`src/reload_timers_map.svh`:
```
// Register map, field positions, reset values and timing counts for the reload timers.
// Assumes a 32-bit Avalon-MM slave with word addressing by printed register index.
// Notes on behaviour
// Each timer: 16-bit counter, two 8-bit preload bytes
// Enabled counter decrements once per count pulse
// Interrupt raised when counter wraps 0000H to FFFFH
// Timer one reloads from its preload bytes
// Preload N gives N+1 pulses between interrupts
// Reset clears counters; enable then underflows immediately
// Software writes preloads before enabling a timer
// Timer one counts slow clock, fast in fast-only
// Timer two counts system clock divided by 1.5
// Interrupt enable bit 2 gates timer one
// Interrupt enable bit 1 gates timer two
// Control bit 2 runs timer one, reset 0
// Control bit 3 runs timer two, reset 0
// Timer one preload low 0x03, high 0x04
// Timer two preload low 0x05, high 0x06
// Timer two reloads like timer one
// Preload writes leave running counter untouched
`ifndef RELOAD_TIMERS_MAP_SVH
`define RELOAD_TIMERS_MAP_SVH

`define IDX_IRQ_ENABLE 4'h2
`define IDX_T1_LOW 4'h3
`define IDX_T1_HIGH 4'h4
`define IDX_T2_LOW 4'h5
`define IDX_T2_HIGH 4'h6
`define IDX_OP_CTRL 4'h9
`define IDX_IRQ_STATUS 4'hB
`define IDX_IRQ_MASK 4'hC
`define IDX_COUNT_ONE 4'hD
`define IDX_COUNT_TWO 4'hE
`define IDX_CLK_MODE 4'hF

`define BIT_T1_IRQ 2
`define BIT_T2_IRQ 1
`define BIT_T1_RUN 2
`define BIT_T2_RUN 3

`define RST_BYTE 8'h00
`define RST_COUNT 16'h0000
`define RST_MODE 2'h0

`define FAST_HZ 4000000
`define SLOW_HZ 32768
`define SYS_HZ 100000000

`endif

```
`src/reload_timers_pkg.sv`:
```
// Types shared by the reload timer block.
// Assumes the map header carries all numeric constants.
package reload_timers_pkg;
    typedef enum logic [1:0] {
        MODE_DUAL,
        MODE_SLOW_ONLY,
        MODE_FAST_ONLY
    } clk_mode_t;
endpackage : reload_timers_pkg

```
`src/down_reload_counter.sv`:
```
// One 16-bit auto-reload down counter with an underflow pulse.
// Assumes a one-cycle count enable on the same clock.
`timescale 1ns/1ps
module down_reload_counter #(
    parameter int WIDTH = 16
) (
    input wire logic sys_clk,
    input wire logic srst,
    input wire logic run,
    input wire logic tick,
    input wire logic [WIDTH-1:0] preload,
    output logic [WIDTH-1:0] count_q,
    output logic underflow
);
    if (WIDTH < 2)
    begin : g_bad_width
        $error("WIDTH too small");
    end

    wire step = run & tick;
    wire wrap = step & (count_q == '0);

    // Reload takes the place of the FFFFH state
    always_ff @(posedge sys_clk)
    begin
        if (srst)
            count_q <= '0;
        else if (wrap)
            count_q <= preload;
        else if (step)
            count_q <= count_q - WIDTH'(1);
    end

    assign underflow = wrap;
endmodule : down_reload_counter

```
`src/reload_timers.sv`:
```
// Two auto-reload down timers behind an Avalon-MM slave.
// Assumes slow and fast count rates are derived here from sys_clk by dividers.
`timescale 1ns/1ps
`include "reload_timers_map.svh"
module reload_timers #(
    parameter int SLOW_DIV = `SYS_HZ / `SLOW_HZ,
    parameter int FAST_DIV = `SYS_HZ / `FAST_HZ
) (
    input wire logic sys_clk,
    input wire logic srst,
    input wire logic [3:0] avs_address,
    input wire logic avs_read,
    input wire logic avs_write,
    input wire logic [31:0] avs_writedata,
    input wire logic [3:0] avs_byteenable,
    output logic [31:0] avs_readdata,
    output logic avs_waitrequest,
    output logic irq
);
    if (SLOW_DIV < 3 || FAST_DIV < 2)
    begin : g_bad_div
        $error("divider too small");
    end

    logic [7:0] irq_en_q;
    logic [7:0] op_ctrl_q;
    logic [7:0] t1_low_q, t1_high_q, t2_low_q, t2_high_q;
    logic [1:0] irq_stat_q;
    logic [1:0] irq_mask_q;
    reload_timers_pkg::clk_mode_t mode_q;
    logic [31:0] rdata_q;
    logic ack_q;
    logic [31:0] slow_cnt_q, fast_cnt_q;
    logic [1:0] sys_ph_q;
    logic [31:0] sys_cnt_q;
    logic slow_tick, fast_tick, sys_tick, t1_tick, t2_tick;
    logic [15:0] count_one, count_two;
    logic uf_one, uf_two;

    // Decoding
    function automatic logic hit(input logic [3:0] a, input logic [3:0] idx);
        hit = (a == idx);
    endfunction : hit

    // One-cycle wait so read data always come from a register
    wire req = (avs_read | avs_write) & ~ack_q;
    assign avs_waitrequest = (avs_read | avs_write) & ~ack_q;
    wire wr = avs_write & ack_q & avs_byteenable[0];
    wire [7:0] wb = avs_writedata[7:0];
    wire t1_irq_ev = uf_one & irq_en_q[`BIT_T1_IRQ];
    wire t2_irq_ev = uf_two & irq_en_q[`BIT_T2_IRQ];
    wire [1:0] stat_clr = (wr && hit(avs_address, `IDX_IRQ_STATUS)) ? wb[1:0] : 2'h0;
    wire [1:0] events = {t1_irq_ev, t2_irq_ev};

    always_ff @(posedge sys_clk)
    begin
        if (srst)
            ack_q <= 1'b0;
        else
            ack_q <= req;
    end

    // Write side: control and preload bytes only; counters keep running
    always_ff @(posedge sys_clk)
    begin
        if (srst)
        begin
            irq_en_q <= `RST_BYTE;
            op_ctrl_q <= `RST_BYTE;
            t1_low_q <= `RST_BYTE;
            t1_high_q <= `RST_BYTE;
            t2_low_q <= `RST_BYTE;
            t2_high_q <= `RST_BYTE;
            irq_mask_q <= 2'h0;
            mode_q <= reload_timers_pkg::MODE_DUAL;
        end
        else if (wr)
        begin
            if (hit(avs_address, `IDX_IRQ_ENABLE)) irq_en_q <= wb;
            if (hit(avs_address, `IDX_T1_LOW)) t1_low_q <= wb;
            if (hit(avs_address, `IDX_T1_HIGH)) t1_high_q <= wb;
            if (hit(avs_address, `IDX_T2_LOW)) t2_low_q <= wb;
            if (hit(avs_address, `IDX_T2_HIGH)) t2_high_q <= wb;
            if (hit(avs_address, `IDX_OP_CTRL)) op_ctrl_q <= wb;
            if (hit(avs_address, `IDX_IRQ_MASK)) irq_mask_q <= wb[1:0];
            if (hit(avs_address, `IDX_CLK_MODE))
            begin
                case (wb[1:0])
                    2'h1: mode_q <= reload_timers_pkg::MODE_SLOW_ONLY;
                    2'h2: mode_q <= reload_timers_pkg::MODE_FAST_ONLY;
                    default: mode_q <= reload_timers_pkg::MODE_DUAL;
                endcase
            end
        end
    end

    // Set wins over a same-cycle clear
    always_ff @(posedge sys_clk)
    begin
        if (srst)
            irq_stat_q <= 2'h0;
        else
            irq_stat_q <= (irq_stat_q & ~stat_clr) | events;
    end

    assign irq = |(irq_stat_q & irq_mask_q);

    // Preload registers read back as zero: they are write-only
    wire [31:0] rmux =
        hit(avs_address, `IDX_IRQ_ENABLE) ? {24'h0, irq_en_q} :
        hit(avs_address, `IDX_OP_CTRL) ? {24'h0, op_ctrl_q} :
        hit(avs_address, `IDX_IRQ_STATUS) ? {30'h0, irq_stat_q} :
        hit(avs_address, `IDX_IRQ_MASK) ? {30'h0, irq_mask_q} :
        hit(avs_address, `IDX_COUNT_ONE) ? {16'h0, count_one} :
        hit(avs_address, `IDX_COUNT_TWO) ? {16'h0, count_two} :
        hit(avs_address, `IDX_CLK_MODE) ? {30'h0, mode_q} : 32'h0;

    always_ff @(posedge sys_clk)
    begin
        if (srst)
            rdata_q <= 32'h0;
        else if (avs_read & ~ack_q)
            rdata_q <= rmux;
    end

    assign avs_readdata = rdata_q;

    // Count-rate dividers
    always_ff @(posedge sys_clk)
    begin
        if (srst)
        begin
            slow_cnt_q <= 32'h0;
            fast_cnt_q <= 32'h0;
        end
        else
        begin
            slow_cnt_q <= slow_tick ? 32'h0 : slow_cnt_q + 32'h1;
            fast_cnt_q <= fast_tick ? 32'h0 : fast_cnt_q + 32'h1;
        end
    end

    assign slow_tick = (slow_cnt_q == 32'(SLOW_DIV - 1));
    assign fast_tick = (fast_cnt_q == 32'(FAST_DIV - 1));

    // System clock is the fast rate unless the slow clock alone runs the core
    wire sys_rate = (mode_q == reload_timers_pkg::MODE_SLOW_ONLY) ? slow_tick : fast_tick;

    // Divide by 1.5: two ticks out of every three system pulses
    always_ff @(posedge sys_clk)
    begin
        if (srst)
            sys_ph_q <= 2'h0;
        else if (sys_rate)
            sys_ph_q <= (sys_ph_q == 2'h2) ? 2'h0 : sys_ph_q + 2'h1;
    end

    assign sys_tick = sys_rate & (sys_ph_q != 2'h2);
    assign t2_tick = sys_tick;
    assign t1_tick = (mode_q == reload_timers_pkg::MODE_FAST_ONLY) ? fast_tick : slow_tick;

    down_reload_counter #(.WIDTH(16)) u_timer_one (
        .sys_clk(sys_clk),
        .srst(srst),
        .run(op_ctrl_q[`BIT_T1_RUN]),
        .tick(t1_tick),
        .preload({t1_high_q, t1_low_q}),
        .count_q(count_one),
        .underflow(uf_one)
    );

    down_reload_counter #(.WIDTH(16)) u_timer_two (
        .sys_clk(sys_clk),
        .srst(srst),
        .run(op_ctrl_q[`BIT_T2_RUN]),
        .tick(t2_tick),
        .preload({t2_high_q, t2_low_q}),
        .count_q(count_two),
        .underflow(uf_two)
    );

    // Helper: cycles since the last timer two count pulse
    always_ff @(posedge sys_clk)
    begin
        if (srst)
            sys_cnt_q <= 32'h0;
        else
            sys_cnt_q <= t2_tick ? 32'h0 : sys_cnt_q + 32'h1;
    end
endmodule : reload_timers

```
`config.mk`:
```
export PLATFORM = sky130hd
export DESIGN_NAME = reload_timers
export DESIGN_NICKNAME = d
export VERILOG_FILES = /design/src/reload_timers_pkg.sv /design/src/down_reload_counter.sv /design/src/reload_timers.sv
export VERILOG_INCLUDE_DIRS = /design/src
export SDC_FILE = /design/constraint.sdc
export NUM_CORES = 1
export LEC_CHECK = 0
export BUFFER_PORTS_ARGS = -buffer_cell sky130_fd_sc_hd__buf_2
export CAP_MARGIN = 25
export CORE_MARGIN = 5
export CORE_UTILIZATION = 50
export CTS_CLUSTER_DIAMETER = 100
export DETAILED_ROUTE_END_ITERATION = 12
export GPL_TIMING_DRIVEN = 0
export PLACE_DENSITY = 0.76
export SLEW_MARGIN = 20
export SYNTH_ARGS = -nofsm -noshare
export SYNTH_HDL_FRONTEND = slang
export SYNTH_HIERARCHICAL = 1
export SYNTH_SLANG_ARGS = --single-unit
```
`constraint.sdc`:
```
create_clock -name sys_clk -period 3.7 [get_ports sys_clk]
set_input_delay 0.37 -clock sys_clk [delete_from_list [all_inputs] [get_ports sys_clk]]
set_output_delay 0.37 -clock sys_clk [all_outputs]
set_load 0.05 [all_outputs]
```
### Yosys cells after proc, flatten, opt, wreduce, memory -nomap -nowiden

Cells that the tools add are included.
W data, S select, Z words.

| storage, ports and cells | value |
|---|---|
| register bits | 185 |
| latch bits | 0 |
| bits in writable memories | 0 |
| memory bits (read-only) | 0 |
| input bits | 44 |
| output and inout bits | 34 |
| memories | 0 |

| cells by class | value |
|---|---|
| add/subtract/negate cells | 5 |
| multiply operators | 0 |
| divide/modulo/power cells | 0 |
| $lt $le $gt $ge | 0 |
| eq/ne operators | 19 |
| shift-type cells | 0 |
| muxes and demuxes | 16 |
| bitwise gates (word level) | 17 |
| reduce and logical (&&, ||, !) cells | 16 |

Operators with widths:

| cell | count |
|---|---|
| $mux W16 | 10 |
| $add A32 B1 Y32 const B | 2 |
| $eq A32 B12 Y1 const B | 1 |
| $eq A32 B5 Y1 const B | 1 |
| $logic_not A16 Y1 | 2 |
| $sub A16 B1 Y16 const B | 2 |
| $eq A4 B4 Y1 const B | 6 |
| $reduce_and A2 Y1 | 8 |
| $eq A4 B3 Y1 const B | 3 |
| $and A1 B1 Y1 | 11 |
| $eq A4 B2 Y1 const B | 2 |
| $eq A2 B2 Y1 const B | 3 |
| $mux W2 | 3 |
| $reduce_or A2 Y1 | 3 |
| $and A2 B2 Y2 | 2 |
| $eq A2 B1 Y1 const B | 2 |
| $pmux W2 S2 | 1 |
| $reduce_bool A2 Y1 | 2 |
| $add A2 B1 Y2 const B | 1 |
| $mux W1 | 2 |
| $ne A2 B2 Y1 const B | 1 |
| $not A2 Y2 | 1 |
| $or A2 B2 Y2 | 1 |
| $logic_and A1 B1 Y1 | 1 |
| other kinds (2) | 2 |

### Longest topological paths before layout

Gate-level depths: netlist (run 1).

| depth | value |
|---|---|
| depth in word-level cells | 8 |
| gate-level depth with buffers | 13 |
| mapped depth without buffers | 12 |

### Modules after synthesis

The synthesis (run 1) kept the hierarchy.

By module, submodules not included:

| module | instances | cells each | area an instance (um^2) | sequential area each (um^2) |
|---|---|---|---|---|
| reload_timers | 1 | 694 | 6313.6 | 2742.6 |
| down_reload_counter | 2 | 145 | 1177.4 | 320.3 |

### Worst setup path after synthesis (run 1)

Ideal clock, no wire load.

| timing path | value |
|---|---|
| path kind | reg2reg |
| from | register slow_cnt_q[5] |
| to | register u_timer_two.count_q[1] |
| arrival | 2.607 ns |
| path slack | 0.971 ns |
| stages on the path, launching flop included | 12 |
| path buffers | 2 |
| path through | dfxtp_1 > and3_1 > clkbuf_1 > nand4_1 > nor4_2 > nor2_1 > a21oi_1 > nand4b_1 > nor4b_4 > buf_6 > nand2_4 > o311a_1 |

| on the way | value |
|---|---|
| longest elaborated chain between the ends | 6 |
| elaborated cells on any way between the ends | 7 |
| classes of those cells | 1 x eq/ne; 2 x mux; 3 x bitwise; 1 x reduce/logical |

Ends and longest elaborated chain:

| element | line | text |
|---|---|---|
| start: declaration | reload_timers.sv:33 | `logic [31:0] slow_cnt_q, fast_cnt_q;` |
| start signal: assignment | reload_timers.sv:138 | `slow_cnt_q <= slow_tick ? 32'h0 : slow_cnt_q + 32'h1;` |
| $eq A32 B12 Y1 (*) | reload_timers.sv:143 | `assign slow_tick = (slow_cnt_q == 32'(SLOW_DIV - 1));` |
| $mux W1 (*) | reload_timers.sv:147 | `wire sys_rate = (mode_q == reload_timers_pkg::MODE_SLOW_ONLY) ? slow_tick : fast_tick;` |
| $and A1 B1 Y1 (*) | reload_timers.sv:158 | `assign sys_tick = sys_rate & (sys_ph_q != 2'h2);` |
| via sys_tick | reload_timers.sv:36 | `logic slow_tick, fast_tick, sys_tick, t1_tick, t2_tick;` |
| $and A1 B1 Y1 (*) | down_reload_counter.sv:20 | `wire step = run & tick;` |
| $and A1 B1 Y1 | down_reload_counter.sv:21 | `wire wrap = step & (count_q == '0);` |
| $mux W16 or $reduce_bool A2 Y1 (tied branches) | n/a |  |
| end signal: assignment | down_reload_counter.sv:29 | `count_q <= preload;` |
| end signal: assignment | down_reload_counter.sv:31 | `count_q <= count_q - WIDTH'(1);` |
| end: declaration | down_reload_counter.sv:12 | `output logic [WIDTH-1:0] count_q,` |

Mark *: on every way through the listed nets, which the timed path passes. The rest lies on a longest branch.
A chain may end at the register's enable or synchronous reset.

### Worst setup path in the final report (run 1)

| timing path | value |
|---|---|
| from | register fast_cnt_q[4] |
| to | register u_timer_one.count_q[2] |

| on the way | value |
|---|---|
| longest elaborated chain between the ends | 5 |
| elaborated cells on any way between the ends | 6 |
| classes of those cells | 1 x eq/ne; 2 x mux; 2 x bitwise; 1 x reduce/logical |

Ends and longest elaborated chain:

| element | line | text |
|---|---|---|
| start: declaration | reload_timers.sv:33 |  |
| start signal: assignment | reload_timers.sv:139 | `fast_cnt_q <= fast_tick ? 32'h0 : fast_cnt_q + 32'h1;` |
| $eq A32 B5 Y1 (*) | reload_timers.sv:144 | `assign fast_tick = (fast_cnt_q == 32'(FAST_DIV - 1));` |
| $mux W1 (*) | reload_timers.sv:160 | `assign t1_tick = (mode_q == reload_timers_pkg::MODE_FAST_ONLY) ? fast_tick : slow_tick;` |
| via t1_tick | reload_timers.sv:36 |  |
| $and A1 B1 Y1 (*) | down_reload_counter.sv:20 |  |
| $and A1 B1 Y1 | down_reload_counter.sv:21 |  |
| $mux W16 or $reduce_bool A2 Y1 (tied branches) | n/a |  |
| end signal: assignment | down_reload_counter.sv:29 |  |
| end signal: assignment | down_reload_counter.sv:31 |  |
| end: declaration | down_reload_counter.sv:12 |  |

Marked as above.

==> results of run 1 <==
[placed cells by master (no fill, tap or decap), types with 8 or more instances in the layout]
master,count
dfxtp_1,169
nor2_1,167
mux2i_1,65
nand2_1,55
buf_2,44
nand3_1,43
nand4_1,40
xor2_1,33
clkbuf_1,31
nor4_1,28
xnor2_1,27
nor3_1,26
inv_1,24
buf_4,20
or3_1,18
o21ai_0,17
clkbuf_16,17
a22oi_1,16
conb_1,16
a21oi_1,13
and3_1,12
nor4_2,12
a2bb2oi_1,10
o211ai_1,10
nand2b_1,8
ha_1,8
a31oi_1,8
[metal layers]
metal / track usage (%) / wire length, µm
met1: 29.2 / 9610
met4: 6.26 / 376
met3: 5.22 / 1740
met5: 0 / 0
met2: 37.2 / 10700
[worst register-to-register path, stage by stage, from the launching register on]
cell and delay, ns:
dfxtp_1 0.41, nor4bb_1 0.34, nand4_1 0.24, o41ai_2 0.66, nand4b_1 0.49, nand4b_1 0.66, o21ai_0 0.36, o221ai_1 0.15
[layout make-up]
| class | instances | area, µm² |
|---|---|---|
| Fill cell | 1585 | 7420 |
| Multi-Input combinational cell | 736 | 4870 |
| Sequential cell | 169 | 3380 |
| Clock buffer | 22 | 464 |
| Buffer | 70 | 387 |
| Tap cell | 225 | 282 |
| Timing Repair Buffer | 31 | 160 |
| Clock inverter | 8 | 121 |
| Inverter | 24 | 90.1 |
[state kept, by name (all words and copies together), names as in the netlist]
name / cells
fast_cnt_q: 32
slow_cnt_q: 32
avs_readdata: 16
u_timer_one/count_q: 16
u_timer_two/count_q: 16
irq_en_q: 8
op_ctrl_q: 8
t1_high_q: 8
t1_low_q: 8
t2_high_q: 8
t2_low_q: 8
irq_mask_q: 2
irq_stat_q: 2
mode_q: 2
sys_ph_q: 2
ack_q: 1
[stage by stage]
step / worst slack, ns / hold WS [ns] / cells
after floorplan: 0.971 / 0.440 / 999
after global placement: 0.101 / 0.459 / 1253
after detailed placement: 0.0598 / 0.461 / 1253
after CTS: 0.0333 / 0.234 / 1283
after global routing: 0.0481 / 0.273 / 1285
final: 0.258 / 0.238 / 1285
[logic make-up (layout without fill, tap and decap cells)]
group / after synthesis / after routing / share of synthesized area [%]
compound gates: 112 / 112 / 9.37
xor+xnor: 60 / 60 / 6.06
simple gates: 473 / 473 / 30.8
fa+ha+maj: 8 / 8 / 1.15
buf+inv: 94 / 155 / 5.50
mux: 67 / 67 / 8.03
flops: 169 / 169 / 39.0
other cells: 1 / 16 / 0.0433
[report_power, final]
group	internal (µW)	total [µW]	switching [µW]
sequential	1830	1840	11.4
combinational	61.9	232	170
clock	1090	1810	723
total	2980	3890	904
[repair_timing]
| item | CTS | global route |
|---|---|---|
| hold endpoints to repair | 0 | 0 |
| endpoints found under the setup margin | 0 | 18 |
| setup buffers | 0 | 2 |
| gates resized for setup | 0 | 1 |
[final timing paths]
check	end	cells past startpoint	slack (ns)
setup reg to reg	u_timer_one/count_q[2]	7	0.26
hold reg to reg	fast_cnt_q[0]	1	0.47
setup / recovery	u_timer_one/count_q[2]	7	0.26
hold / removal	ack_q	3	0.24
==> results.md, run 1 <==
- Clock Pin Slew Worst Setup and Hold Paths: 0.07 ns
- Fin Clk Skew: 0.0104 ns
- GRT Total Usage: 22.3%
- Max FO, Critical Path: 9
- Hold_sp: avs_read
- Status: complete, no violations
- Syn. warnings: 6
- Period utilisation layout: 93.0%
- Initial antenna violation count: 0
- Largest net degree at the start of global routing: 17
- Post-synth ARST share: 0%
- Design Area, Final: 0.00976 mm²
- Core footprint: 0.0172 mm²
- Total Power: 3890 µW
- Crit-path slowest cell: o41ai_2
- Clk buf depth: 2
- Worst-Margin Slew: 0.926 ns
- CP required: 4.00 ns
- Gate Count Post-Synth: 984
- Leak: 0.00365 µW
- CP Launch Point: fast_cnt_q[4]
- Die area: 0.0201 mm²
- Area after DPL: 0.00915 mm²
- Pwr/cell area: 398 mW/mm²
- Area share of the leading cell type in the synthesized netlist: 39.0%
- Dominant cell by count in the synthesized netlist: dfxtp_1
- Arr. time, crit path: 3.74 ns
- Drt first pass iters: 8
- Fin. max-slew vios: 0
- Number of global-route vias before repair: 7041
- TNS Setup: 0 ns
- CP top delay family: simple AND/OR/NAND/NOR gates
- R2R Path Start: fast_cnt_q[4]
- Netlist cell types: 71
- Synth Flop Type: dfxtp_1
- Rel. slew slack: 37.9%
- DRC Markers: 0
- Final Net Count: 1101
- Synthesized area: 0.00867 mm²
- Final core occ: 56.8%
- Hold WC Path Type: input pin to flop
- Final setup viols: 0
- Initial Utilization: 50.5%
- Wirelength per Cell: 17.4 µm
- Post-synth EDFFs: 0
- Setup repair after global routing missed its margin: false
- Remaining global-route overflow: 0
- Gpl congestion: 0.946
- Die Y: 142 µm
- IR drop worst, VDD: 0.351 mV
- IO buf count: 29
- Crit. End Element: flop
- Final Hold Vio Count: 0
- Final HPWL DP: 15900 µm
- Routed wire length: 22400 µm
- Yosys reg bits: 169
- Maxcap violations: 0
- Layout cells sized above 1: 13.8%
- Fmax: 291 MHz
- Synth cell count leaders: 169 x dfxtp_1, 167 x nor2_1, 65 x mux2i_1
- CTS tree: yes
- Synthesized area per cell: 8.81 µm²
- Layout area overhead: 12.6%
- Cell taking the most area after synthesis: dfxtp_1
- Die width: 142 µm
- Buf/Inv on CP: 0
- CTS H-Tree Depth: 4
- DRT antenna net count: 0
- Via count: 7598
- First-pass GRT wire length: 36200 µm
- Root buf cell: clkbuf_16
- WS Path Type: flop to flop
- Rows: 48
- Crit path cell chain: nor4bb_1 -> nand4_1 -> o41ai_2 -> nand4b_1 -> nand4b_1 -> o21ai_0 -> o221ai_1
- Most frequent CP cell: nand4b_1
- Clock latency on the worst-skew pair: 0.44 ns
- Antenna cells: 0
- Largest cells by area after synthesis: dfxtp_1 39%, mux2i_1 7.5%, nor2_1 7.2%
- Drt via density: 5.91
- Clk sinks: 169
- Hold_buf cts: 0
- Seq/Total Area, Yosys: 39.0%
- Fin crit period: 3.44 ns
- Max stage delay on crit path: 0.66 ns
- Iter 0 DRT Violations: 776
- Crit start category: flop
- TritonCTS Buffers: 17
- IO Count: 78
Power figures use the tool's default switching activity.
==> inputs of run 2 (changes only) <==
--- a/config.mk
+++ b/config.mk
@@ -14,6 +14,7 @@
 export DETAILED_ROUTE_END_ITERATION = 12
 export GPL_TIMING_DRIVEN = 0
 export PLACE_DENSITY = 0.76
+export RECOVER_POWER = 50
 export SLEW_MARGIN = 20
 export SYNTH_ARGS = -nofsm -noshare
 export SYNTH_HDL_FRONTEND = slang
==> run 2 against run 1 <==
The flow now finishes with violations (capacitance limit, slew limit). Sequential power about the same. Hold slack worse by 0.0023 ns. Cell count unchanged. Combinational power down 3%. Global-route usage unchanged. Fmax up 0.27%. Worst setup slack better by 0.0094 ns. Clock power about the same.
==> results.md, run 2 (synthesis results as in run 1) <==
- Via count: 7590 (-0.11%)
- Failing checks: capacitance limit, slew limit
- Wirelength per Cell: 17.4 µm (about the same)
- Worst-Margin Slew: 1.54 ns (+0.618 ns)
- Max FO, Critical Path: 9 (unchanged)
- First-pass GRT wire length: 36200 µm (unchanged)
- DRT antenna net count: 0 (unchanged)
- Pwr/cell area: 401 mW/mm² (+0.65%)
- Fmax: 291 MHz (+0.27%)
- Core footprint: 0.0172 mm² (unchanged)
- Commonest non-fill, non-tap cell in the layout: nor2_1
- IO Count: 78 (unchanged)
- Period utilisation layout: 92.8% (-0.25 points)
- Iter 0 DRT Violations: 825 (+6.3%)
- Rows: 48 (unchanged)
- Layout cells sized above 1: 10.8% (-2.9 points)
- Largest regs: fast_cnt_q (32), slow_cnt_q (32)
- Hold depth: 3 (unchanged)
- Setup repair after global routing missed its margin: false
- Initial antenna violation count: 0 (unchanged)
- Crit start category: flop
- Hold_sp: avs_read
- Hold WC Path Type: input pin to flop
- Final core occ: 56.3% (-0.52 points)
- R2R Path Start: fast_cnt_q[4]
- CTS H-Tree Depth: 4 (unchanged)
- Gpl congestion: 0.946 (unchanged)
- Final Net Count: 1101 (unchanged)
- Worst r2r path cells: 7 (unchanged)
- Number of global-route vias before repair: 7041 (unchanged)
- GRT Total Usage: 22.3% (unchanged)
- CP required: 4.08 ns (+0.08 ns)
- Fin crit period: 3.43 ns (-0.00939 ns)
- Fin Clk Skew: 0.0103 ns (-0.000148 ns)
- Final setup margin: 0.267 ns (+0.00939 ns)
- Antenna cells: 0 (unchanged)
- Setup Slack @ Placement: 0.0598 ns (unchanged)
- Initial Utilization: 50.5% (unchanged)
- Final HPWL DP: 15900 µm (unchanged)
- DRC Markers: 0 (unchanged)
- Largest net degree at the start of global routing: 17 (unchanged)
- IR drop worst, VDD: 0.353 mV (+0.62%)
- Clk buf depth: 2 (unchanged)
- Clk sinks: 169 (unchanged)
- Fin. max-slew vios: 9 (+9)
- Root buf cell: clkbuf_16
- Remaining global-route overflow: 0 (unchanged)
- R2R setup slack: 0.27 ns (about the same)
- Rel. slew slack: -3.74% (-42 points)
- Final setup viols: 0 (unchanged)
- Final Hold Vio Count: 0 (unchanged)
- TNS Setup: 0 ns (unchanged)
- Maxcap violations: 1 (+1)
- IO buf count: 29 (unchanged)
- Fillers: 1610 (+1.6%)
- Status: finished, violations left
- TritonCTS Buffers: 17 (unchanged)
- Layout area overhead: 11.5%
- Die width: 142 µm (unchanged)
- Clock latency on the worst-skew pair: 0.44 ns (about the same)
- CTS tree: yes
- Routed wire length: 22400 µm (about the same)
- Crit. End Element: flop
- Hold_buf cts: 0 (unchanged)
- Total Power: 3880 µW (-0.28%)
- WS Path Type: flop to flop
- FF-to-FF End: u_timer_one/count_q[1]
- Clock Pin Slew Worst Setup and Hold Paths: 0.06 ns (about the same)
- Die Y: 142 µm (unchanged)
- Die area: 0.0201 mm² (unchanged)
- Drt first pass iters: 5 (-3)
- Most frequent cells in the layout: 170 x nor2_1, 169 x dfxtp_1, 65 x mux2i_1
- Drt via density: 5.91 (-0.11%)
- Hold Path Sink: ack_q
- Arr. time, crit path: 3.81 ns (+0.07 ns)
- Leak: 0.00351 µW (-4.0%)
==> run 2: critical path, cell delays in order (launching register included) <==
cell and delay [ns]:
dfxtp_1 0.41, nor4bb_1 0.35, nand4_1 0.24, o41ai_2 0.68
nand4b_1 0.48, nand4b_1 0.65, o211ai_1 0.36, o311a_1 0.20
==> run 2: metrics by stage <==
stage | cell area (µm²) | instances | hold slack [ns]
global placement | 9150 | 1253 | 0.459
CTS | 9740 | 1283 | 0.234
finish | 9670 | 1285 | 0.236
floorplan | 8720 | 999 | 0.440
global route | 9670 | 1285 | 0.273
detailed placement | 9150 | 1253 | 0.461
==> run 2: metal layers <==
layer  global-route usage (%)  share of wire [%]
met3                     5.22                8.1
met1                     29.2                 43
met2                     37.2                 47
met5                        0                  0
met4                     6.26                2.1
==> run 2: worst max-delay path by stage <==
| stage | cells past startpoint | start | endpoint | slack, ns |
|---|---|---|---|---|
| floorplan | 11 | slow_cnt_q[5] | u_timer_two/count_q[1] | 0.97 |
| global placement | 7 | fast_cnt_q[4] | u_timer_one/count_q[2] | 0.10 |
| detailed placement | 7 | fast_cnt_q[4] | u_timer_one/count_q[3] | 0.06 |
| CTS | 7 | fast_cnt_q[4] | u_timer_one/count_q[1] | 0.03 |
| global route | 11 | slow_cnt_q[0] | u_timer_two/count_q[9] | 0.05 |
| finish | 7 | fast_cnt_q[4] | u_timer_one/count_q[1] | 0.27 |
==> run 2: final cells by class <==
cell class	instances	area [µm²]	share of cell area (%)
Inverter	24	90.1	0.932
Buffer	70	379	3.92
Timing Repair Buffer	31	136	1.41
Clock inverter	8	121	1.26
Clock buffer	22	464	4.80
Multi-Input combinational cell	736	4810	49.8
Tap cell	225	282	2.91
Sequential cell	169	3380	35.0
==> run 2: power by group <==
part           switching [µW]  internal (µW)  total [µW]
Combinational             168           58.1         226
Clock                     718           1090        1800
Sequential               11.3           1830        1840
==> run 2: what timing repair did <==
action | CTS | global route
setup buffers | 0 | 2
setup endpoints to repair | 0 | 18
gates resized for setup | 0 | 1
